$ cat src/hw/vipr_pkg.sv
// Package for the vectored interrupt priority resolver.
// Assumes one 50 MHz clock and a plain byte-wide register port.
package vipr_pkg;

  // ----------------------------------------
  // Vector space
  // ----------------------------------------
  localparam int          VIPR_NUM_VEC   = 82;
  localparam int          VIPR_NUM_BYTES = 11;
  localparam int          VIPR_VEC_W     = 7;
  // One bit per vector; zero marks a number with no source behind it
  localparam logic [81:0] VIPR_ASSIGNED  =
    82'h3_0FC0_3BFF_FFEF_FFFF_FFFF;

  // ----------------------------------------
  // Register map (byte addresses)
  // ----------------------------------------
  localparam logic [7:0] VIPR_FLAG_BASE = 8'h00;
  localparam logic [7:0] VIPR_EN_BASE   = 8'h10;
  localparam logic [7:0] VIPR_LVL_BASE  = 8'h20;
  localparam logic [7:0] VIPR_CTRL_ADR  = 8'h30;
  localparam logic [7:0] VIPR_STATE_ADR = 8'h31;
  localparam logic [7:0] VIPR_CORE_WORKING_REGISTER_ADR  = 8'h32;
  localparam logic [7:0] VIPR_EVT_ADR   = 8'h33;
  localparam logic [7:0] VIPR_EMSK_ADR  = 8'h34;

  // Field positions and reset values
  localparam int         VIPR_CTRL_GIEL = 0;
  localparam int         VIPR_CTRL_GIEH = 1;
  localparam int         VIPR_EVT_TAKE  = 0;
  localparam int         VIPR_EVT_RET   = 1;
  localparam int         VIPR_EVT_ABORT = 2;
  localparam logic [7:0] VIPR_CTRL_RST  = 8'h00;
  localparam logic [2:0] VIPR_EMSK_RST  = 3'h0;

  // Execution state
  typedef enum logic [1:0] {
    VIPR_ST_MAIN = 2'b00,
    VIPR_ST_LOW  = 2'b01,
    VIPR_ST_HIGH = 2'b10
  } vipr_state_t;

  // Register port request
  typedef struct packed {
    logic       wr;
    logic       rd;
    logic [7:0] addr;
    logic [7:0] wdata;
  } vipr_bus_t;

  // Vector offered to the core
  typedef struct packed {
    logic                  valid;
    logic                  high;
    logic [VIPR_VEC_W-1:0] vec;
  } vipr_req_t;

endpackage

$ cat src/hw/vipr_resolver.sv
// Vectored interrupt priority resolver: request flags, enables, level
// selects, nesting state and the vector handed to the core.
// Assumes sources, core and register master all run on clk.
//
// Summary of operation
// - Same-level ties settled by fixed vector order
// - Vector 0 most urgent, 81 least
// - Fixed vector per source; unassigned never win
// - Two high requests: smaller vector wins
// - Selected level overrides the fixed order
// - Set flag bit means pending, enters resolution
// - Winner vector goes to core and working register
// - Software clears most flags, some auto-clear
// - Summary flags are read-only mirrors of sources
// - Main accepts both levels; low accepts high only
// - Execution state readable in state register
// - Servicing never alters global enable bits
// - Global enable write returns to main, drops nesting
//
// Our own choices: the register offsets and the plain strobed port.
`timescale 1ns/1ps
`default_nettype none

module vipr_resolver
  import vipr_pkg::*;
#(
  parameter logic [81:0] AUTO_CLR_MASK = 82'h0,
  parameter logic [81:0] SUMMARY_MASK  = 82'h0
)(
  // Clock and reset
  input  wire logic        clk,
  input  wire logic        nrst,
  // Register port
  input  wire vipr_bus_t   bus,
  output logic [7:0]       rdata,
  // Peripheral sources
  input  wire logic [81:0] src_set,
  input  wire logic [81:0] src_summary,
  // Core handshake
  output vipr_req_t        core_req,
  input  wire logic        core_ack,
  input  wire logic        core_ret,
  // Interrupt to software
  output logic             irq
);

  // ----------------------------------------
  // Elaboration checks
  // ----------------------------------------
  if ((AUTO_CLR_MASK & SUMMARY_MASK) != 82'h0)
    $error("a flag cannot be both auto-cleared and a summary");

  // ----------------------------------------
  // Functions
  // ----------------------------------------
  // Lowest set bit wins; vector 0 is the most urgent
  function automatic logic [VIPR_VEC_W-1:0] lowest(input logic [81:0] v);
    logic [VIPR_VEC_W-1:0] idx;
    idx = '0;
    for (int i = VIPR_NUM_VEC - 1; i >= 0; i--)
    begin
      if (v[i])
        idx = VIPR_VEC_W'(i);
    end
    return idx;
  endfunction

  // Byte lane of an 82-bit vector
  function automatic logic [7:0] lane(input logic [81:0] v, input int b);
    logic [87:0] w;
    w = {6'h00, v};
    return w[b*8 +: 8];
  endfunction

  // Bit i is hit by a write to the byte at base + i/8
  function automatic logic [81:0] wr_hit(input vipr_bus_t q, input logic [7:0] base);
    logic [81:0] h;
    h = '0;
    for (int i = 0; i < VIPR_NUM_VEC; i++)
    begin
      h[i] = q.wr && (q.addr == base + 8'(i / 8));
    end
    return h;
  endfunction

  // Write data spread over all lanes
  function automatic logic [81:0] spread(input logic [7:0] d);
    logic [81:0] s;
    s = '0;
    for (int i = 0; i < VIPR_NUM_VEC; i++)
    begin
      s[i] = d[i % 8];
    end
    return s;
  endfunction

  // ----------------------------------------
  // State
  // ----------------------------------------
  logic [81:0]           flag_q;
  logic [81:0]           en_q;
  logic [81:0]           lvl_q;
  logic                  giel_q;
  logic                  gieh_q;
  vipr_state_t           state_q;
  logic                  nested_q;
  logic [VIPR_VEC_W-1:0] core_working_register_q;
  logic [2:0]            evt_q;
  logic [2:0]            emsk_q;
  vipr_req_t             req_q;

  logic [81:0]           wdata_all;
  logic [81:0]           cand_hi;
  logic [81:0]           cand_lo;
  logic [81:0]           cand;
  logic                  win_valid;
  logic                  win_high;
  logic [VIPR_VEC_W-1:0] win_vec;
  logic                  take;
  logic                  ret;
  logic                  gie_wr;
  logic [81:0]           flag_hit;

  assign wdata_all = spread(bus.wdata);
  assign flag_hit  = wr_hit(bus, VIPR_FLAG_BASE);
  assign gie_wr    = bus.wr && (bus.addr == VIPR_CTRL_ADR);
  // Only a request the core actually saw as valid is taken
  assign take      = core_ack && req_q.valid && !gie_wr;
  assign ret       = core_ret && (state_q != VIPR_ST_MAIN) && !gie_wr;

  // ----------------------------------------
  // Resolution
  // ----------------------------------------
  // Candidates split by selected level and masked by the level's global enable
  assign cand_hi = flag_q & en_q & lvl_q & VIPR_ASSIGNED & {82{gieh_q}};
  assign cand_lo = flag_q & en_q & ~lvl_q & VIPR_ASSIGNED & {82{giel_q}};

  // High level first, then fixed order within the level
  always_comb
  begin
    win_high  = (cand_hi != 82'h0);
    cand      = win_high ? cand_hi : cand_lo;
    win_vec   = lowest(cand);
    // Main takes either level, a low routine only high, a high routine none
    case (state_q)
      VIPR_ST_MAIN: win_valid = (cand != 82'h0);
      VIPR_ST_LOW:  win_valid = win_high;
      default:      win_valid = 1'b0;
    endcase
  end

  // Offer registered; dropped on the taking edge so a stale vector never repeats
  always_ff @(posedge clk)
  begin
    if (!nrst)
      req_q <= '0;
    else if (take || gie_wr)
      req_q <= '0;
    else
      req_q <= '{valid: win_valid, high: win_high, vec: win_vec};
  end

  assign core_req = req_q;

  // ----------------------------------------
  // Request flags
  // ----------------------------------------
  // Hardware set beats any clear in the same cycle; summary bits follow the source
  always_ff @(posedge clk)
  begin
    if (!nrst)
      flag_q <= '0;
    else
    begin
      for (int i = 0; i < VIPR_NUM_VEC; i++)
      begin
        if (SUMMARY_MASK[i])
          flag_q[i] <= src_summary[i];
        else if (src_set[i])
          flag_q[i] <= 1'b1;
        else if (flag_hit[i])
          flag_q[i] <= wdata_all[i];
        else if (AUTO_CLR_MASK[i] && take && (req_q.vec == VIPR_VEC_W'(i)))
          flag_q[i] <= 1'b0;
      end
    end
  end

  // ----------------------------------------
  // Enables and level selects
  // ----------------------------------------
  always_ff @(posedge clk)
  begin
    if (!nrst)
    begin
      en_q  <= '0;
      lvl_q <= '0;
    end
    else
    begin
      en_q  <= (en_q & ~wr_hit(bus, VIPR_EN_BASE)) | (wdata_all & wr_hit(bus, VIPR_EN_BASE));
      lvl_q <= (lvl_q & ~wr_hit(bus, VIPR_LVL_BASE)) | (wdata_all & wr_hit(bus, VIPR_LVL_BASE));
    end
  end

  // Global enables change only by software, never by servicing
  always_ff @(posedge clk)
  begin
    if (!nrst)
    begin
      giel_q <= VIPR_CTRL_RST[VIPR_CTRL_GIEL];
      gieh_q <= VIPR_CTRL_RST[VIPR_CTRL_GIEH];
    end
    else if (gie_wr)
    begin
      giel_q <= bus.wdata[VIPR_CTRL_GIEL];
      gieh_q <= bus.wdata[VIPR_CTRL_GIEH];
    end
  end

  // ----------------------------------------
  // Execution state
  // ----------------------------------------
  // nested_q remembers a low routine under a high one
  always_ff @(posedge clk)
  begin
    if (!nrst)
    begin
      state_q  <= VIPR_ST_MAIN;
      nested_q <= 1'b0;
    end
    else if (gie_wr)
    begin
      state_q  <= VIPR_ST_MAIN;
      nested_q <= 1'b0;
    end
    else if (take)
    begin
      state_q  <= req_q.high ? VIPR_ST_HIGH : VIPR_ST_LOW;
      nested_q <= (state_q == VIPR_ST_LOW);
    end
    else if (ret)
    begin
      state_q  <= nested_q ? VIPR_ST_LOW : VIPR_ST_MAIN;
      nested_q <= 1'b0;
    end
  end

  // Working register holds the vector of the latest taken request
  always_ff @(posedge clk)
  begin
    if (!nrst)
      core_working_register_q <= '0;
    else if (take)
      core_working_register_q <= req_q.vec;
  end

  // ----------------------------------------
  // Event status and interrupt
  // ----------------------------------------
  // Read of the status clears it, but a new event in that cycle stays
  always_ff @(posedge clk)
  begin
    if (!nrst)
      evt_q <= '0;
    else
    begin
      evt_q <= ((bus.rd && bus.addr == VIPR_EVT_ADR) ? 3'h0 : evt_q)
               | {gie_wr, ret, take};
    end
  end

  always_ff @(posedge clk)
  begin
    if (!nrst)
      emsk_q <= VIPR_EMSK_RST;
    else if (bus.wr && bus.addr == VIPR_EMSK_ADR)
      emsk_q <= bus.wdata[2:0];
  end

  assign irq = |(evt_q & emsk_q);

  // ----------------------------------------
  // Read data, one cycle after the strobe
  // ----------------------------------------
  always_ff @(posedge clk)
  begin
    if (!nrst)
      rdata <= 8'h00;
    else if (!bus.rd)
      rdata <= 8'h00;
    else if (bus.addr >= VIPR_FLAG_BASE && bus.addr < VIPR_FLAG_BASE + 8'h0B)
      rdata <= lane(flag_q, int'(bus.addr - VIPR_FLAG_BASE));
    else if (bus.addr >= VIPR_EN_BASE && bus.addr < VIPR_EN_BASE + 8'h0B)
      rdata <= lane(en_q, int'(bus.addr - VIPR_EN_BASE));
    else if (bus.addr >= VIPR_LVL_BASE && bus.addr < VIPR_LVL_BASE + 8'h0B)
      rdata <= lane(lvl_q, int'(bus.addr - VIPR_LVL_BASE));
    else if (bus.addr == VIPR_CTRL_ADR)
      rdata <= {6'h00, gieh_q, giel_q};
    else if (bus.addr == VIPR_STATE_ADR)
      rdata <= {5'h00, nested_q, state_q};
    else if (bus.addr == VIPR_CORE_WORKING_REGISTER_ADR)
      rdata <= {1'b0, core_working_register_q};
    else if (bus.addr == VIPR_EVT_ADR)
      rdata <= {5'h00, evt_q};
    else if (bus.addr == VIPR_EMSK_ADR)
      rdata <= {5'h00, emsk_q};
    else
      rdata <= 8'h00;
  end
endmodule

`default_nettype wire

$ cat config.mk
export PLATFORM = sky130hd
export DESIGN_NAME = vipr_resolver
export DESIGN_NICKNAME = d
export VERILOG_FILES = /design/src/hw/vipr_pkg.sv /design/src/hw/vipr_resolver.sv
export SDC_FILE = /design/constraint.sdc
export NUM_CORES = 1
export LEC_CHECK = 0
export BUFFER_PORTS_ARGS = -buffer_cell sky130_fd_sc_hd__clkbuf_2
export CAP_MARGIN = 15
export CORE_MARGIN = 2
export CORE_UTILIZATION = 50
export CTS_CLUSTER_SIZE = 28
export DETAILED_ROUTE_END_ITERATION = 8
export PLACE_DENSITY = 0.71
export SLEW_MARGIN = 20
export SYNTH_ARGS = -nofsm -noshare
export SYNTH_HDL_FRONTEND = slang
export SYNTH_SLANG_ARGS = --single-unit
$ cat constraint.sdc
create_clock -name clk -period 4.2 [get_ports clk]
set_input_delay 0.21 -clock clk [delete_from_list [all_inputs] [get_ports clk]]
set_output_delay 0.21 -clock clk [all_outputs]
set_load 0.1 [all_outputs]
==> results.md <==
- H-tree levels: 1
- Skew final: 0.0156 ns
- Layout net count: 2322
- Prevailing post-synth register cell: dfxtp_1
- Cell family with most CP delay: compound AO/OA/AOI/OAI gates
- Max Cap Viol: 0
- Die height: 187 µm
- Non-Filler Instances: 2604
- Final setup violation count: 0
- Clock root cell: clkbuf_16
- Post-Synthesis Cells: 1959
- Synth unique cells: 75
- Drt total wl: 71300 µm
- Final Core Density: 59.8%
- Initial Util: 50.3%
- WL/cell: 27.4 µm
- IO Count: 204
- First-pass GRT wire length: 105000 µm
- Crit-path cells: and3_1 -> o31a_1 -> or4_4 -> o31a_1 -> buf_4 -> o41ai_4 -> nand3_1 -> a221oi_2 -> nand4_1 -> a2111oi_2 -> nor2_1
- Share of cells above drive strength 1: 19.4%
- Pleak: 7.41 nW
- Slowest CP cell: or4_4
- CP required: 4.65 ns
- Yosys top cell by area: dfxtp_1
- Worst slack, placed: 0.301 ns
- Sw frac: 25.2%
- Vias in the first global route: 16292
- Clock Power Share: 44.7%
- Setup CP Type: flop to flop
- Tot Pwr: 6.18 mW
- Post-layout instance area: 0.0199 mm²
- Die area: 0.0350 mm²
- Overflow left after global routing: 0
- CP arrival: 4.44 ns
- Slew headroom: 33.6%
- Hold Path Class: primary input to flop
- GR Util All Layers: 39.8%
- Starting DRT DRC Count: 2342
- Max VDD drop: 0.000296 V
- Main area contributors after synthesis: dfxtp_1 34%, nand2_1 7.0%, mux4_2 6.5%
- P per Cell Area: 311 mW/mm²
- Reg area: 0.00563 mm²
- Fillers: 2923
- Flops & latches, synth: 281
- Routed Antenna Nets: 0
- Register area share after synthesis: 33.6%
- Crit start category: flop
- Maximum number of pins on one net before global-route repair: 101
- Via-per-instance ratio: 6.67
- Setup TNS: 0 ns
- Worst Setup End Kind: flop
- Multi-input gate area: 0.0105 mm²
- Ys async rst share: 0%
- Maximum buffer depth of the clock tree: 3
- Worst Tran Pin Value: 0.997 ns
- Syn_nets: 2149
- Status: finished clean
- Post-Place Cell Area: 0.0180 mm²
- Period minus WS final: 3.99 ns
- Crit Path Max Fanout: 20
- Fmax: 251 MHz
- Die width: 187 µm
- # DRC: 0
- Final WS setup: 0.212 ns
- NetSw: 1.56 mW
- CTS clk-pin slew, worst paths: 0.06 ns
- CTS buffer count: 30
- Avg Inst Size Synth: 8.55 µm²
- CP bufs+invs: 1
- Slowest stage delay, CP: 0.57 ns
- Initial DRT Pass Iterations: 6
- P_int: 4.63 mW
- Post-synth top area share: 33.6%
- Final hold vios: 0
- Worst hold slack: 0.0210 ns
- Synth Warn #: 0
- GP Congestion: 1.05
- Dpl hpwl: 52000 µm
- Initial antenna violation count: 2
- Clk sinks: 281
- Fin. max-slew vios: 0
- Port buffer count: 121
- # rows: 67
- Dpl cells: 2465
- Comb pwr share: 9.9%
- CORE AREA: 0.0333 mm²
- Synthesis-to-finish area growth: 18.9%
- Part of the power in registers: 45.4%
- Via count: 17381
- Netlist Area Pre-Place: 0.0167 mm²
- CTS tree: done
- Final period utilization: 95.0%
- RSZ-0062 raised after global routing: no
- CP dominant cell by count: o31a_1
- Post-synth EDFFs: 0
- Worst-skew pair later-pin latency: 0.58 ns
-- logic make-up after synthesis --
family / after synthesis / synth area share (%)
compound gates: 539 / 23.1
fa+ha+maj: 4 / 0.299
buf+inv: 163 / 3.88
flops: 281 / 33.6
mux: 235 / 18.3
simple gates: 737 / 20.8
-- synth_stat cells (all sizes together), types with 7 or more instances --
cell type / n
mux2i: 96
a2111oi: 8
a22oi: 17
nor2b: 61
inv: 12
mux4: 48
nand2b: 19
nor2: 53
nand4: 19
o21a: 85
and3: 19
buf: 25
nand3: 202
or3: 7
clkbuf: 126
mux2: 91
o22ai: 43
dfxtp: 281
o21ai: 57
o211ai: 15
nand2: 311
nor3: 13
a41o: 7
a41oi: 8
o41ai: 9
a21boi: 131
a31oi: 14
a21oi: 67
o22a: 10
o31ai: 7
a211oi: 9
or4: 8
-- layer usage --
| layer | routed length [µm] | up-vias | track usage (%) |
|---|---|---|---|
| met5 | 11 | - | 0 |
| met4 | 3930 | 2 | 19.0 |
| met3 | 7390 | 213 | 7.56 |
| met2 | 31000 | 1126 | 61.5 |
| met1 | 29000 | 8434 | 53.6 |
| li1 | - | 7606 | - |
-- cell usage in the layout, fill, tap and decap left out, types with 7 or more instances in the layout --
cell	count
and3_1	17
a31oi_1	14
a41o_1	7
o21ai_0	52
nand2b_1	19
o211ai_1	15
dlygate4sd3_1	83
a22oi_1	17
nor2_1	53
o22ai_1	43
inv_1	12
a211oi_1	9
clkbuf_16	31
o22a_1	10
clkbuf_2	119
o41ai_1	8
mux2_2	90
dfxtp_1	280
nor3_1	8
a21oi_1	67
nor2b_1	61
mux4_2	48
mux2i_1	96
nand4_1	19
or3_1	7
nand2_1	311
a41oi_1	7
or4_1	7
o21a_1	85
buf_4	86
nand3_1	202
a21boi_0	130
-- power groups by stage --
stage,combinational (mW),clock (mW),sequential [mW]
finish,0.615,2.76,2.81
global route,0.638,2.88,2.81
CTS,0.592,2.77,2.80
detailed placement,0.529,0,2.86
global placement,0.523,0,2.86
floorplan,0.320,0,2.82
-- final timing paths --
kind | from | end | slack, ns | depth (start not counted)
worst max register to register | flop | core_req[0] | 0.21 | 11
worst min register to register | flop | flop | 0.47 | 2
worst max-delay path | flop | core_req[0] | 0.21 | 11
worst min-delay path | core_ret | evt_q[1] | 0.02 | 4
-- worst reg2reg max path, delay by kind of cell, from the launching register on --
family | cells | cell delay [ns]
flops | 1 | 0.38
buf+inv | 1 | 0.27
compound gates | 5 | 1.91
simple gates | 5 | 1.31
-- final cells by class --
class	instances	area share (%)
diodes	1	0.0126
clock inverters	13	0.767
clock buffers	42	4.36
multi-input cells	1515	52.8
flip-flops and latches	281	28.3
repair buffers	292	10.8
well taps	448	2.82
inverters	12	0.226
-- timing repair --
item	CTS	global route
buffers inserted	0	0
hold endpoints to repair	84	0
hold buffers	83	0
resized for setup	0	0
setup endpoints to repair	0	0
(Power assumes the default switching activity.)
